`config.mk`:
```
export PLATFORM = sky130hd
export DESIGN_NAME = lcc_charger
export DESIGN_NICKNAME = d
export VERILOG_FILES = /design/src/core/lcc_pkg.sv /design/src/core/lcc_sync.sv /design/src/core/lcc_timer.sv /design/src/core/lcc_charger.sv
export SDC_FILE = /design/constraint.sdc
export NUM_CORES = 1
export LEC_CHECK = 0
export ABC_CLOCK_PERIOD_IN_PS = 3800
export BUFFER_PORTS_ARGS = -buffer_cell sky130_fd_sc_hd__buf_2
export CAP_MARGIN = 5
export CELL_PAD_IN_SITES_DETAIL_PLACEMENT = 1
export CELL_PAD_IN_SITES_GLOBAL_PLACEMENT = 1
export CORE_UTILIZATION = 40
export DETAILED_ROUTE_END_ITERATION = 16
export GPL_TIMING_DRIVEN = 0
export HOLD_SLACK_MARGIN = 0.15
export PLACE_DENSITY = 0.84
export SLEW_MARGIN = 0
export SYNTH_ARGS = -nofsm -noshare
export SYNTH_HDL_FRONTEND = slang
export SYNTH_SLANG_ARGS = --single-unit
```
`constraint.sdc`:
```
create_clock -name pclk -period 3.8 [get_ports pclk]
set_clock_uncertainty 0.15 [all_clocks]
set_input_delay 0.19 -clock pclk [delete_from_list [all_inputs] [get_ports pclk]]
set_output_delay 0.19 -clock pclk [all_outputs]
set_load 0.02 [all_outputs]
```
`src/core/lcc_pkg.sv`:
```
// Package of constants and types for the cell charge state machine
package lcc_pkg;

    // ----------------------------
    // Register map (APB byte addresses)
    // ----------------------------
    localparam logic [7:0] LCC_ADDR_CTRL   = 8'h00;
    localparam logic [7:0] LCC_ADDR_STATUS = 8'h04;
    localparam logic [7:0] LCC_ADDR_IRQ_ST = 8'h08;
    localparam logic [7:0] LCC_ADDR_IRQ_MK = 8'h0C;

    // Control field positions
    localparam int LCC_CTRL_SUSP_BIT = 0;
    localparam int LCC_CTRL_TSEL_LSB = 1;
    localparam int LCC_CTRL_FCLR_BIT = 3;

    // Status field positions
    localparam int LCC_ST_ACTIVE_BIT = 0;
    localparam int LCC_ST_FAULT_BIT  = 1;
    localparam int LCC_ST_STATE_LSB  = 4;

    // Interrupt bit positions
    localparam int LCC_IRQ_WIDTH     = 4;
    localparam int LCC_IRQ_FAULT     = 0;
    localparam int LCC_IRQ_DONE      = 1;
    localparam int LCC_IRQ_SUSPEND   = 2;
    localparam int LCC_IRQ_RESTART   = 3;

    // Reset values
    localparam logic       LCC_SUSP_RST  = 1'b0;
    localparam logic [1:0] LCC_TSEL_RST  = 2'h0;
    localparam logic [3:0] LCC_MASK_RST  = 4'h0;

    // Timeout select encodings
    localparam logic [1:0] LCC_TSEL_60   = 2'h0;
    localparam logic [1:0] LCC_TSEL_90   = 2'h1;
    localparam logic [1:0] LCC_TSEL_120  = 2'h2;
    localparam logic [1:0] LCC_TSEL_OFF  = 2'h3;

    // ----------------------------
    // Timing
    // ----------------------------
    localparam longint LCC_CLK_HZ         = 20000000;
    localparam longint LCC_TICK_S         = 1;
    localparam longint LCC_TICK_CYCLES    = LCC_CLK_HZ * LCC_TICK_S;
    localparam int     LCC_TIMO_60_MIN    = 60;
    localparam int     LCC_TIMO_90_MIN    = 90;
    localparam int     LCC_TIMO_120_MIN   = 120;
    localparam int     LCC_EOC_MIN        = 4;
    localparam int     LCC_SEC_PER_MIN    = 60;

    // Current setpoint figures in mA
    localparam logic [10:0] LCC_PRE_MIN_MA = 11'd45;
    localparam logic [10:0] LCC_PRE_DIV    = 11'd10;
    localparam logic [10:0] LCC_THERM_DIV  = 11'd2;

    // ----------------------------
    // Types
    // ----------------------------
    typedef enum logic [2:0] {
        LCC_SUSPEND,
        LCC_PRECOND,
        LCC_FAST,
        LCC_TOPOFF,
        LCC_SLEEP,
        LCC_FAULT
    } lcc_state_t;

    // Comparator results from the analog front end
    typedef struct packed {
        logic vin_ok;
        logic above_bat;
        logic pre_thr;
        logic term_thr;
        logic eoc;
        logic restart;
        logic hot;
    } lcc_cmp_t;

    // Drive to the analog loop
    typedef struct packed {
        logic [10:0] set_ma;
        logic        cc_mode;
        logic        cv_mode;
        logic        hiz;
        logic        therm_red;
    } lcc_drive_t;

endpackage : lcc_pkg

```
`src/core/lcc_sync.sv`:
```
// Three-stage synchroniser with agreement filter for slow pins
`timescale 1ns/1ps
module lcc_sync
    import lcc_pkg::*;
#(
    parameter int W = 1
) (
    // Clock and reset
    input  wire logic         pclk,
    input  wire logic         presetn,
    // Pin side
    input  wire logic [W-1:0] din,
    // Filtered result
    output logic      [W-1:0] dout
);
    logic [W-1:0] s1_reg;
    logic [W-1:0] s2_reg;
    logic [W-1:0] s3_reg;
    logic [W-1:0] dout_next;

    // Take a new value only where stages two and three agree
    assign dout_next = (s2_reg & s3_reg) | (dout & (s2_reg | s3_reg));

    // Shift chain; first stage read only by the second
    always_ff @(posedge pclk or negedge presetn) begin
        if (!presetn) begin
            s1_reg <= '0;
            s2_reg <= '0;
            s3_reg <= '0;
            dout   <= '0;
        end else begin
            s1_reg <= din;
            s2_reg <= s1_reg;
            s3_reg <= s2_reg;
            dout   <= dout_next;
        end
    end
endmodule : lcc_sync

```
`src/core/lcc_timer.sv`:
```
// Prescaled seconds counter with restart and terminal compare
`timescale 1ns/1ps
module lcc_timer
    import lcc_pkg::*;
#(
    parameter longint TICK_CYCLES = LCC_TICK_CYCLES
) (
    // Clock and reset
    input  wire logic        pclk,
    input  wire logic        presetn,
    // Control
    input  wire logic        clear,
    input  wire logic        run,
    input  wire logic [15:0] limit_s,
    // Result
    output logic             expired
);
    logic [31:0] pre_reg;
    logic [15:0] sec_reg;
    logic        tick;

    // One-second enable pulse from the prescaler
    assign tick = (pre_reg == 32'(TICK_CYCLES - 1));

    // Clear wins so that a broken condition starts the count afresh
    always_ff @(posedge pclk or negedge presetn) begin
        if (!presetn) begin
            pre_reg <= 32'h0;
            sec_reg <= 16'h0;
            expired <= 1'b0;
        end else if (clear || !run) begin
            pre_reg <= 32'h0;
            sec_reg <= 16'h0;
            expired <= 1'b0;
        end else begin
            pre_reg <= tick ? 32'h0 : pre_reg + 32'h1;
            if (tick && sec_reg != limit_s)
                sec_reg <= sec_reg + 16'h1;
            expired <= (sec_reg == limit_s);
        end
    end
endmodule : lcc_timer

```
`src/core/lcc_charger.sv`:
```
// Charge state machine with APB register file and interrupt logic
//
// Chosen here: the APB register port and the register offsets.
`timescale 1ns/1ps
module lcc_charger
    import lcc_pkg::*;
#(
    parameter longint TICK_CYCLES = LCC_TICK_CYCLES
) (
    // Clock and reset
    input  wire logic        pclk,
    input  wire logic        presetn,
    // APB slave
    input  wire logic        psel,
    input  wire logic        penable,
    input  wire logic        pwrite,
    input  wire logic [7:0]  paddr,
    input  wire logic [31:0] pwdata,
    input  wire logic [3:0]  pstrb,
    output logic      [31:0] prdata,
    output logic             pready,
    output logic             pslverr,
    // Analog comparators
    input  wire lcc_cmp_t    cmp_in,
    input  wire logic        level_floating,
    input  wire logic [10:0] fast_ma,
    // Analog drive and indicator
    output lcc_drive_t       drive,
    output logic             charge_indicator_n,
    output logic             charge_indicator_oe,
    output logic             irq
);
    // ----------------------------
    // Input synchronisation
    // ----------------------------
    lcc_cmp_t   cmp;
    logic       float_s;
    logic [7:0] sync_raw;
    logic [7:0] sync_out;

    assign sync_raw = {cmp_in, level_floating};
    assign cmp      = lcc_cmp_t'(sync_out[7:1]);
    assign float_s  = sync_out[0];

    lcc_sync #(.W(8)) u_sync (
        .pclk    (pclk),
        .presetn (presetn),
        .din     (sync_raw),
        .dout    (sync_out)
    );

    // ----------------------------
    // Registers
    // ----------------------------
    lcc_state_t state_reg;
    lcc_state_t state_next;
    logic       suspend_request_bit;
    logic [1:0] safety_timeout_select;
    logic       timeout_fault_flag;
    logic       timeout_fault_next;
    logic       charge_active_flag;
    logic [3:0] irq_st_reg;
    logic [3:0] irq_st_next;
    logic [3:0] irq_mk_reg;
    logic [3:0] irq_ev;

    // ----------------------------
    // APB decode
    // ----------------------------
    logic        acc;
    logic        wr;
    logic        hit_ctrl;
    logic        hit_st;
    logic        hit_irq;
    logic        hit_mk;
    logic        mapped;
    logic        fault_clr;
    logic [31:0] rd_mux;

    assign acc      = psel && penable;
    assign wr       = acc && pwrite && pstrb[0];
    assign hit_ctrl = (paddr == LCC_ADDR_CTRL);
    assign hit_st   = (paddr == LCC_ADDR_STATUS);
    assign hit_irq  = (paddr == LCC_ADDR_IRQ_ST);
    assign hit_mk   = (paddr == LCC_ADDR_IRQ_MK);
    assign mapped   = hit_ctrl | hit_st | hit_irq | hit_mk;
    assign fault_clr = wr && hit_ctrl && pwdata[LCC_CTRL_FCLR_BIT];

    // Read data selection; unused bits read zero
    assign rd_mux =
        hit_ctrl ? {29'h0, safety_timeout_select, suspend_request_bit} :
        hit_st   ? {25'h0, state_reg, 2'h0, timeout_fault_flag, charge_active_flag} :
        hit_irq  ? {28'h0, irq_st_reg} :
        hit_mk   ? {28'h0, irq_mk_reg} : 32'h0;

    // Zero-wait answer: pready rises in the first access cycle
    always_ff @(posedge pclk or negedge presetn) begin
        if (!presetn) begin
            pready  <= 1'b0;
            pslverr <= 1'b0;
            prdata  <= 32'h0;
        end else begin
            pready  <= psel && !penable;
            pslverr <= psel && !penable && !mapped;
            prdata  <= (psel && !penable && !pwrite) ? rd_mux : 32'h0;
        end
    end

    // Control and mask registers; writes land on the access edge
    logic wr_ok;
    assign wr_ok = wr && pready && mapped;

    always_ff @(posedge pclk or negedge presetn) begin
        if (!presetn) begin
            suspend_request_bit   <= LCC_SUSP_RST;
            safety_timeout_select <= LCC_TSEL_RST;
            irq_mk_reg            <= LCC_MASK_RST;
        end else if (wr_ok && hit_ctrl) begin
            suspend_request_bit   <= pwdata[LCC_CTRL_SUSP_BIT];
            safety_timeout_select <= pwdata[LCC_CTRL_TSEL_LSB +: 2];
        end else if (wr_ok && hit_mk) begin
            irq_mk_reg <= pwdata[LCC_IRQ_WIDTH-1:0];
        end
    end

    // ----------------------------
    // Timers
    // ----------------------------
    logic        pre_clear;
    logic        pre_run;
    logic        pre_exp;
    logic [15:0] pre_limit;
    logic        eoc_clear;
    logic        eoc_run;
    logic        eoc_exp;

    // Safety limit in seconds from the select field
    assign pre_limit =
        (safety_timeout_select == LCC_TSEL_90)  ? 16'(LCC_TIMO_90_MIN * LCC_SEC_PER_MIN) :
        (safety_timeout_select == LCC_TSEL_120) ? 16'(LCC_TIMO_120_MIN * LCC_SEC_PER_MIN) :
                                                  16'(LCC_TIMO_60_MIN * LCC_SEC_PER_MIN);
    assign pre_run   = (state_reg == LCC_PRECOND) && (safety_timeout_select != LCC_TSEL_OFF);
    assign pre_clear = (state_reg == LCC_SUSPEND);

    lcc_timer #(.TICK_CYCLES(TICK_CYCLES)) u_pre_tmr (
        .pclk    (pclk),
        .presetn (presetn),
        .clear   (pre_clear),
        .run     (pre_run),
        .limit_s (pre_limit),
        .expired (pre_exp)
    );

    // End-of-charge persistence restarts whenever the condition breaks
    assign eoc_run   = (state_reg == LCC_TOPOFF) && cmp.eoc;
    assign eoc_clear = !cmp.eoc;

    lcc_timer #(.TICK_CYCLES(TICK_CYCLES)) u_eoc_tmr (
        .pclk    (pclk),
        .presetn (presetn),
        .clear   (eoc_clear),
        .run     (eoc_run),
        .limit_s (16'(LCC_EOC_MIN * LCC_SEC_PER_MIN)),
        .expired (eoc_exp)
    );

    // ----------------------------
    // State machine
    // ----------------------------
    logic supply_good;
    logic start_ok;

    assign supply_good = cmp.vin_ok && cmp.above_bat;
    assign start_ok    = supply_good && !float_s && !suspend_request_bit
                         && !timeout_fault_flag;

    // Supply loss overrides every state; fault waits for a clear in SUSPEND
    always_comb begin
        state_next = state_reg;
        if (!supply_good) begin
            state_next = LCC_SUSPEND;
        end else begin
            unique case (state_reg)
                LCC_SUSPEND: if (start_ok) state_next = LCC_PRECOND;
                LCC_PRECOND: begin
                    if (suspend_request_bit || float_s) state_next = LCC_SUSPEND;
                    else if (cmp.pre_thr) state_next = LCC_FAST;
                    else if (pre_exp) state_next = LCC_FAULT;
                end
                LCC_FAST: begin
                    if (suspend_request_bit || float_s) state_next = LCC_SUSPEND;
                    else if (cmp.term_thr) state_next = LCC_TOPOFF;
                end
                LCC_TOPOFF: begin
                    if (suspend_request_bit || float_s) state_next = LCC_SUSPEND;
                    else if (eoc_exp) state_next = LCC_SLEEP;
                end
                LCC_SLEEP: begin
                    if (suspend_request_bit || float_s) state_next = LCC_SUSPEND;
                    else if (cmp.restart) state_next = LCC_PRECOND;
                end
                LCC_FAULT: if (suspend_request_bit || fault_clr) state_next = LCC_SUSPEND;
                default: state_next = LCC_SUSPEND;
            endcase
        end
    end

    // Fault flag: entry sets it and wins over a software clear
    assign timeout_fault_next = (state_next == LCC_FAULT) ? 1'b1 :
                                (fault_clr ? 1'b0 : timeout_fault_flag);

    // Events into sticky interrupt status; set wins over write-one-clear
    assign irq_ev[LCC_IRQ_FAULT]   = (state_next == LCC_FAULT) && (state_reg != LCC_FAULT);
    assign irq_ev[LCC_IRQ_DONE]    = (state_next == LCC_SLEEP) && (state_reg != LCC_SLEEP);
    assign irq_ev[LCC_IRQ_SUSPEND] = (state_next == LCC_SUSPEND) && (state_reg != LCC_SUSPEND);
    assign irq_ev[LCC_IRQ_RESTART] = (state_reg == LCC_SLEEP) && (state_next == LCC_PRECOND);
    assign irq_st_next = irq_ev |
        (irq_st_reg & ~((wr_ok && hit_irq) ? pwdata[LCC_IRQ_WIDTH-1:0] : 4'h0));

    // State, flags and interrupt; asynchronous reset loads SUSPEND
    always_ff @(posedge pclk or negedge presetn) begin
        if (!presetn) begin
            state_reg          <= LCC_SUSPEND;
            timeout_fault_flag <= 1'b0;
            charge_active_flag <= 1'b0;
            irq_st_reg         <= 4'h0;
            irq                <= 1'b0;
        end else begin
            state_reg          <= state_next;
            timeout_fault_flag <= timeout_fault_next;
            charge_active_flag <= state_next inside {LCC_PRECOND, LCC_FAST, LCC_TOPOFF};
            irq_st_reg         <= irq_st_next;
            irq                <= |(irq_st_next & irq_mk_reg);
        end
    end

    // ----------------------------
    // Analog drive
    // ----------------------------
    logic [10:0] pre_ma;
    logic [10:0] base_ma;
    logic        chg_on;

    assign pre_ma  = (fast_ma / LCC_PRE_DIV > LCC_PRE_MIN_MA) ?
                     fast_ma / LCC_PRE_DIV : LCC_PRE_MIN_MA;
    assign chg_on  = state_next inside {LCC_PRECOND, LCC_FAST, LCC_TOPOFF};
    assign base_ma = (state_next == LCC_PRECOND) ? pre_ma :
                     chg_on ? fast_ma : 11'h000;

    // Hot die halves the setpoint; outputs registered
    always_ff @(posedge pclk or negedge presetn) begin
        if (!presetn) begin
            drive               <= '{set_ma: 11'h000, cc_mode: 1'b0, cv_mode: 1'b0,
                                     hiz: 1'b1, therm_red: 1'b0};
            charge_indicator_n  <= 1'b1;
            charge_indicator_oe <= 1'b0;
        end else begin
            drive.set_ma        <= cmp.hot ? base_ma / LCC_THERM_DIV : base_ma;
            drive.therm_red     <= cmp.hot && chg_on;
            drive.cc_mode       <= state_next inside {LCC_PRECOND, LCC_FAST};
            drive.cv_mode       <= (state_next == LCC_TOPOFF);
            drive.hiz           <= !chg_on;
            charge_indicator_n  <= 1'b0;
            charge_indicator_oe <= chg_on;
        end
    end

endmodule : lcc_charger

```
==> results of run 1 <==
==> cell families after synthesis <==
logic type	after synthesis
fa+ha+maj	17
mux	19
compound gates	117
simple gates	409
xor+xnor	83
buf+inv	95
other cells	1
flops	172
==> worst register-to-register path, delay by kind of cell, from the launching register on <==
family          cells  cell delay [ps]
simple gates        4             1010
compound gates      4              690
flops               1              450
buf+inv             3             1130
==> power groups by stage <==
stage / Clock (mW) / Combinational, mW / Sequential, mW
after global routing: 1.80 / 0.366 / 1.88
after detailed placement: 0 / 0.304 / 1.91
after floorplan: 0 / 0.184 / 1.91
after global placement: 0 / 0.293 / 1.91
final: 1.69 / 0.330 / 1.87
after CTS: 1.73 / 0.329 / 1.87
==> metal layers <==
layer | wire length, µm | GRT usage (%) | vias up | share of wire (%)
met1 | 10100 | 26.6 | 3639 | 44
met5 | 0 | 0 | - | 0
met3 | 594 | 3.45 | 36 | 2.5
li1 | - | - | 3405 | -
met2 | 12100 | 39.1 | 132 | 52
met4 | 421 | 6.85 | 0 | 1.8
==> layout by cell type (no fill, tap or decap), types with 15 or more instances in the layout <==
master | netlist | routed
clkbuf_1 | 26 | 27
dlygate4sd3_1 | 0 | 29
nor3_1 | 15 | 15
nand4_1 | 23 | 23
buf_2 | 10 | 70
conb_1 | 1 | 26
dfrtp_1 | 170 | 170
buf_4 | 25 | 25
inv_1 | 29 | 29
clkbuf_16 | 0 | 17
nand3_1 | 43 | 43
xor2_1 | 52 | 52
and3_1 | 23 | 23
a21oi_1 | 31 | 31
o21ai_0 | 32 | 32
nand2_1 | 69 | 69
xnor2_1 | 31 | 31
nor2_1 | 131 | 131
==> stage by stage <==
| stage | setup TNS, ps | instance area (µm²) | setup WS [ps] | power, mW |
|---|---|---|---|---|
| finish | 0 | 10500 | 300 | 3.90 |
| global placement | -45550 | 9570 | -279 | 2.20 |
| detailed placement | 0 | 9610 | 537 | 2.21 |
| floorplan | 0 | 8920 | 1330 | 2.09 |
| global route | 0 | 10500 | 29.7 | 4.04 |
| CTS | 0 | 10500 | 218 | 3.93 |
==> what timing repair did <==
action	4_1_cts	5_1_grt
resized for setup	0	1
hold buffers	29	0
setup endpoints to repair	0	1
hold endpoints to repair	204	0
==> worst paths after layout <==
path	startpoint	endpoint
max	fast_ma[2]	drive[5]
min reg2reg	u_sync.s1_reg[1]	u_sync.s2_reg[1]
min in group asynchronous	presetn	u_pre_tmr.pre_reg[18]
max reg2reg	state_reg[1]	drive[5]
max in group asynchronous	presetn	u_eoc_tmr.sec_reg[11]
min	fast_ma[10]	drive[14]
==> cell type report <==
class                           count  share of cell area [%]
Sequential cell                   172                    41.1
Tap cell                          275                    3.29
Timing Repair Buffer               91                    6.05
Clock buffer                       18                    4.10
Inverter                           29                    1.04
Clock inverter                     13                    1.28
Multi-Input combinational cell    671                    39.7
Buffer                             66                    3.45
==> impl_metrics.tcl, run 1 <==
set metrics [dict create \
    fp.dieW_um 151 \
    synth_xor_area_share_pct 8.23 \
    finalSetupViolations 0 \
    crit_path_top_delay_cell "a2111oi_0" \
    hold_depth 4 \
    yosysMostFrequentCell "dfrtp_1" \
    final_util_pct 49.0 \
    antenna_found_initial 0 \
    switching_share_pct 25.5 \
    synth_compound_area_share_pct 8.71 \
    cts_tree "done" \
    clkTransAtPathRegs_ps 60 \
    arrival_ps 3660 \
    synth_fa_ha_area_share_pct 2.18 \
    synth_top_area_share_pct 48.2 \
    max_stage_delay_ps 610 \
    synth_top_family_by_area "simple AND/OR/NAND/NOR gates" \
    fin_cells 1335 \
    p_clk_share_pct 43.4 \
    place_congestion 0.869 \
    grt_usage_pct 21.8 \
    synth_edf_count 0 \
    area_growth_pct 18.6 \
    powerDensity_mw_per_mm2 372 \
    reg2regPathDepth 11 \
    crit_type "in2reg" \
    route.antenna.remaining_nets 0 \
    synth_flop_cell "dfrtp_1" \
    slew_headroom_pct 40.2 \
    final-hold-violation-count 0 \
    yosys-top-cells-count "170 x dfrtp_1, 131 x nor2_1, 69 x nand2_1" \
    post_cts_buffers 0 \
    routed_wirelength_mm 23.3 \
    hold_ws_ps 198 \
    finalCritPeriodShare_pct 92.1 \
    ys_seq_area_share_pct 48.8 \
    clkSinkCount 172 \
    status "completed" \
    p_seq_share_pct 48.1 \
    drc 0 \
    dieArea_mm2 0.0227 \
    nets 1125 \
    rrSetupSlack_ps 310 \
    cts_buffers 17 \
    crit_chain "dlygate4sd3_1 -> buf_2 -> nor2_1 -> nor4b_1 -> o21ai_0 -> o32a_1 -> clkbuf_1 -> a2111oi_0 -> a2111oi_2 -> nand3_1 -> a22oi_2 -> dlygate4sd3_1" \
    placed_cells 1275 \
    routedWlPerCell_um 17.5 \
    insertedDiodeCount 0 \
    crit_path_end_kind "flop" \
    min_path_type "in2reg" \
    p_sw_mw 0.994 \
    layout-drive-gt1-share_pct 14.5 \
    timing.fmax_mhz 286 \
    yosysTopAreaCell "dfrtp_1" \
    synthCells 913 \
    grt_start_max_net_pins 112 \
    ios 120 \
    drv_cap 0 \
    period_minus_slack_ps 3500 \
    yosys-top-cells-area "dfrtp_1 48%, nor2_1 5.6%, xor2_1 5.2%, xnor2_1 3.1%, nand2_1 2.9%" \
    syn-cell-area_mm2 0.00883 \
    fillers 2464 \
    crit_family "buffers and inverters" \
    p_int_mw 2.90 \
    maxSlewViolCount 0 \
    hpwlAfterDp_mm 15.9 \
    comb_power_share_pct 8.5 \
    rsz0062_at_grt "no" \
    die_height_um 151 \
    yosys.area_share.simple_pct 24.3 \
    worstMarginPinSlew_ps 890 \
    core_area_mm2 0.0214 \
    ys_ff_latch 172 \
    cts_root_buf "clkbuf_16" \
    multi_input_area_mm2 0.00415 \
    ys_async_sr_fraction_pct 100 \
    cp.depth 12 \
    synth.mux.area_fraction_pct 2.42 \
    critPathLaunchType "input port" \
    ys_warn_count 0 \
    gr-total-overflow 0 \
    cts_max_level 4 \
    syn_avg_cell_area_um2 9.67 \
    drt-pass1-iter-count 5 \
    grt_pass1_wl_mm 38.9 \
    rows 53 \
    p_leak_nw 4.49 \
    crit_buf_inv 4 \
    dr_total_vias 7212 \
    grt_pass1_vias 7797 \
    drt_iter0_drc 294 \
    via_per_inst 5.40 \
    peakVddDrop_mv 0.274 \
    synth_cell_type_count 79 \
    cp.required_ps 3960 \
    clk_path_buf_depth 2 \
    port_buffers 61 \
    clk_latency_ps 430 \
    cp_common_cell "dlygate4sd3_1" \
    regArea_mm2 0.00431 \
    start_util_pct 41.4 \
    cp_max_fo 10 \
]
Note: power is estimated with default switching activity, not from simulation.
==> inputs of run 2 (changes only) <==
Settings changed: CORE_UTILIZATION 40 to 44, PLACE_DENSITY 0.84 to 0.9.
==> impl_metrics.tcl, run 2 (synthesis gave the netlist of run 1 again) <==
set metrics [dict create \
    status "completed" \
    p_int_mw 2.87 \
    cts_max_level 4 \
    drt-pass1-iter-count 4 \
    p_total_mw 3.96 \
    worstMarginPinSlew_ps 941 \
    final_common_cell "dfrtp_1" \
    placed_cells 1265 \
    start_util_pct 45.1 \
    dieArea_mm2 0.0206 \
    crit_type "in2reg" \
    worst_slack_ps 195 \
    drt_iter0_drc 333 \
    core_area_mm2 0.0196 \
    grt_pass1_wl_mm 39.0 \
    routed_wirelength_mm 23.8 \
    fin_tns_setup_ps 0 \
    cts_tree "done" \
    final-hold-violation-count 0 \
    clk_latency_ps 440 \
    route.antenna.remaining_nets 0 \
    gr-total-overflow 0 \
    fin_cells 1325 \
    antenna_found_initial 0 \
    post_cts_buffers 0 \
    switching_share_pct 27.4 \
    rsz0062_at_grt "no" \
    layout-drive-gt1-share_pct 14.7 \
    finalCritPeriodShare_pct 94.9 \
    dr_total_vias 7394 \
    critPathLaunchType "input port" \
    grt_start_max_net_pins 101 \
    ios 120 \
    cp_max_fo 10 \
    drc 0 \
    final_cell_mix "170 x dfrtp_1, 131 x nor2_1, 70 x buf_2" \
    drv_cap 0 \
    powerDensity_mw_per_mm2 378 \
    hpwlAfterDp_mm 15.9 \
    dp_slack_ps 749 \
    cts_buffers 17 \
    period_minus_slack_ps 3600 \
    port_buffers 61 \
    clkTransAtPathRegs_ps 70 \
    area_growth_pct 18.6 \
    cts_root_buf "clkbuf_16" \
    grt_pass1_vias 8002 \
    rows 51 \
    comb_power_share_pct 8.5 \
    maxSlewViolCount 0 \
    min_path_type "reg2reg" \
    insertedDiodeCount 0 \
    place_congestion 0.889 \
    grt_usage_pct 24.2 \
    fp.dieW_um 144 \
    p_sw_mw 1.09 \
    p_seq_share_pct 47.3 \
    finalSetupViolations 0 \
    routedWlPerCell_um 17.9 \
    cp.required_ps 3970 \
    reg2regPathDepth 11 \
    p_leak_nw 4.51 \
    clk_path_buf_depth 2 \
    crit_path_end_kind "flop" \
    die_height_um 144 \
    p_clk_share_pct 44.2 \
    hold_depth 0 \
    nets 1124 \
    fillers 2251 \
    via_per_inst 5.58 \
    timing.fmax_mhz 277 \
    peakVddDrop_mv 0.380 \
    slew_headroom_pct 36.8 \
    clkSinkCount 172 \
    arrival_ps 3770 \
]
[run 2: changes by cell type in the layout (fill, tap and decap cells not counted), sizes merged]
cell         before  now
inv              35   39
clkinvlp          3    2
bufinv            1    0
clkbuf           44   43
dlygate4sd3      29   28
[run 2: through the flow]
step	cell area, µm²	hold slack [ps]	util, %
2_1_floorplan	8920	-256	-
3_3_place_gp	9560	150	48.8
3_5_place_dp	9600	132	49.0
4_1_cts	10500	191	53.4
5_1_grt	10500	204	53.5
6_report	10500	195	53.5
[run 2: worst max-delay path: stages]
cell and delay, ps:
dlygate4sd3_1 530, buf_2 140, buf_2 180, buf_2 210
nor3b_1 300, o21ai_0 170, o2111ai_1 150, nand2_1 320
a2111oi_0 660, a2111oi_2 120, nand3_1 160, a22oi_2 50
dlygate4sd3_1 580
[run 2: power groups by stage]
stage | combinational, mW | clock [mW] | sequential [mW]
after floorplan | 0.184 | 0 | 1.91
after global placement | 0.290 | 0 | 1.91
after detailed placement | 0.306 | 0 | 1.91
after CTS | 0.330 | 1.77 | 1.87
after global routing | 0.367 | 1.84 | 1.87
final | 0.336 | 1.75 | 1.87
[run 2: worst paths after layout]
kind / startpoint / endpoint / slack [ps]
worst min register to register: u_sync.s1_reg[0] / u_sync.s2_reg[0] / 200
max in group asynchronous: presetn / drive[8] / 2460
worst min-delay path: u_sync.s1_reg[0] / u_sync.s2_reg[0] / 200
worst max register to register: state_reg[1] / drive[5] / 270
min in group asynchronous: presetn / u_pre_tmr.pre_reg[24] / 220
worst max-delay path: fast_ma[10] / drive[5] / 200
[run 2: repair_timing]
item,4_1_cts,5_1_grt
hold buffers,28,0
resized for setup,0,1
endpoints found under the setup margin,0,1
hold endpoints to repair,134,0
[run 2: routing by layer]
| layer | track usage, % | part of all wire, % | up-vias |
|---|---|---|---|
| li1 | - | - | 3398 |
| met4 | 12.1 | 3.0 | 0 |
| met1 | 28.0 | 42 | 3745 |
| met5 | 0 | 0 | - |
| met2 | 43.2 | 52 | 192 |
| met3 | 3.87 | 3.3 | 59 |
[run 2: layout make-up]
| type | instances | area, µm² | share of cell area, % |
|---|---|---|---|
| Inverter | 29 | 109 | 1.04 |
| Tap cell | 265 | 332 | 3.17 |
| Clock buffer | 17 | 425 | 4.06 |
| Multi-Input combinational cell | 671 | 4150 | 39.6 |
| Timing Repair Buffer | 90 | 623 | 5.95 |
| Sequential cell | 172 | 4310 | 41.1 |
| Buffer | 66 | 362 | 3.45 |
| Clock inverter | 15 | 166 | 1.59 |
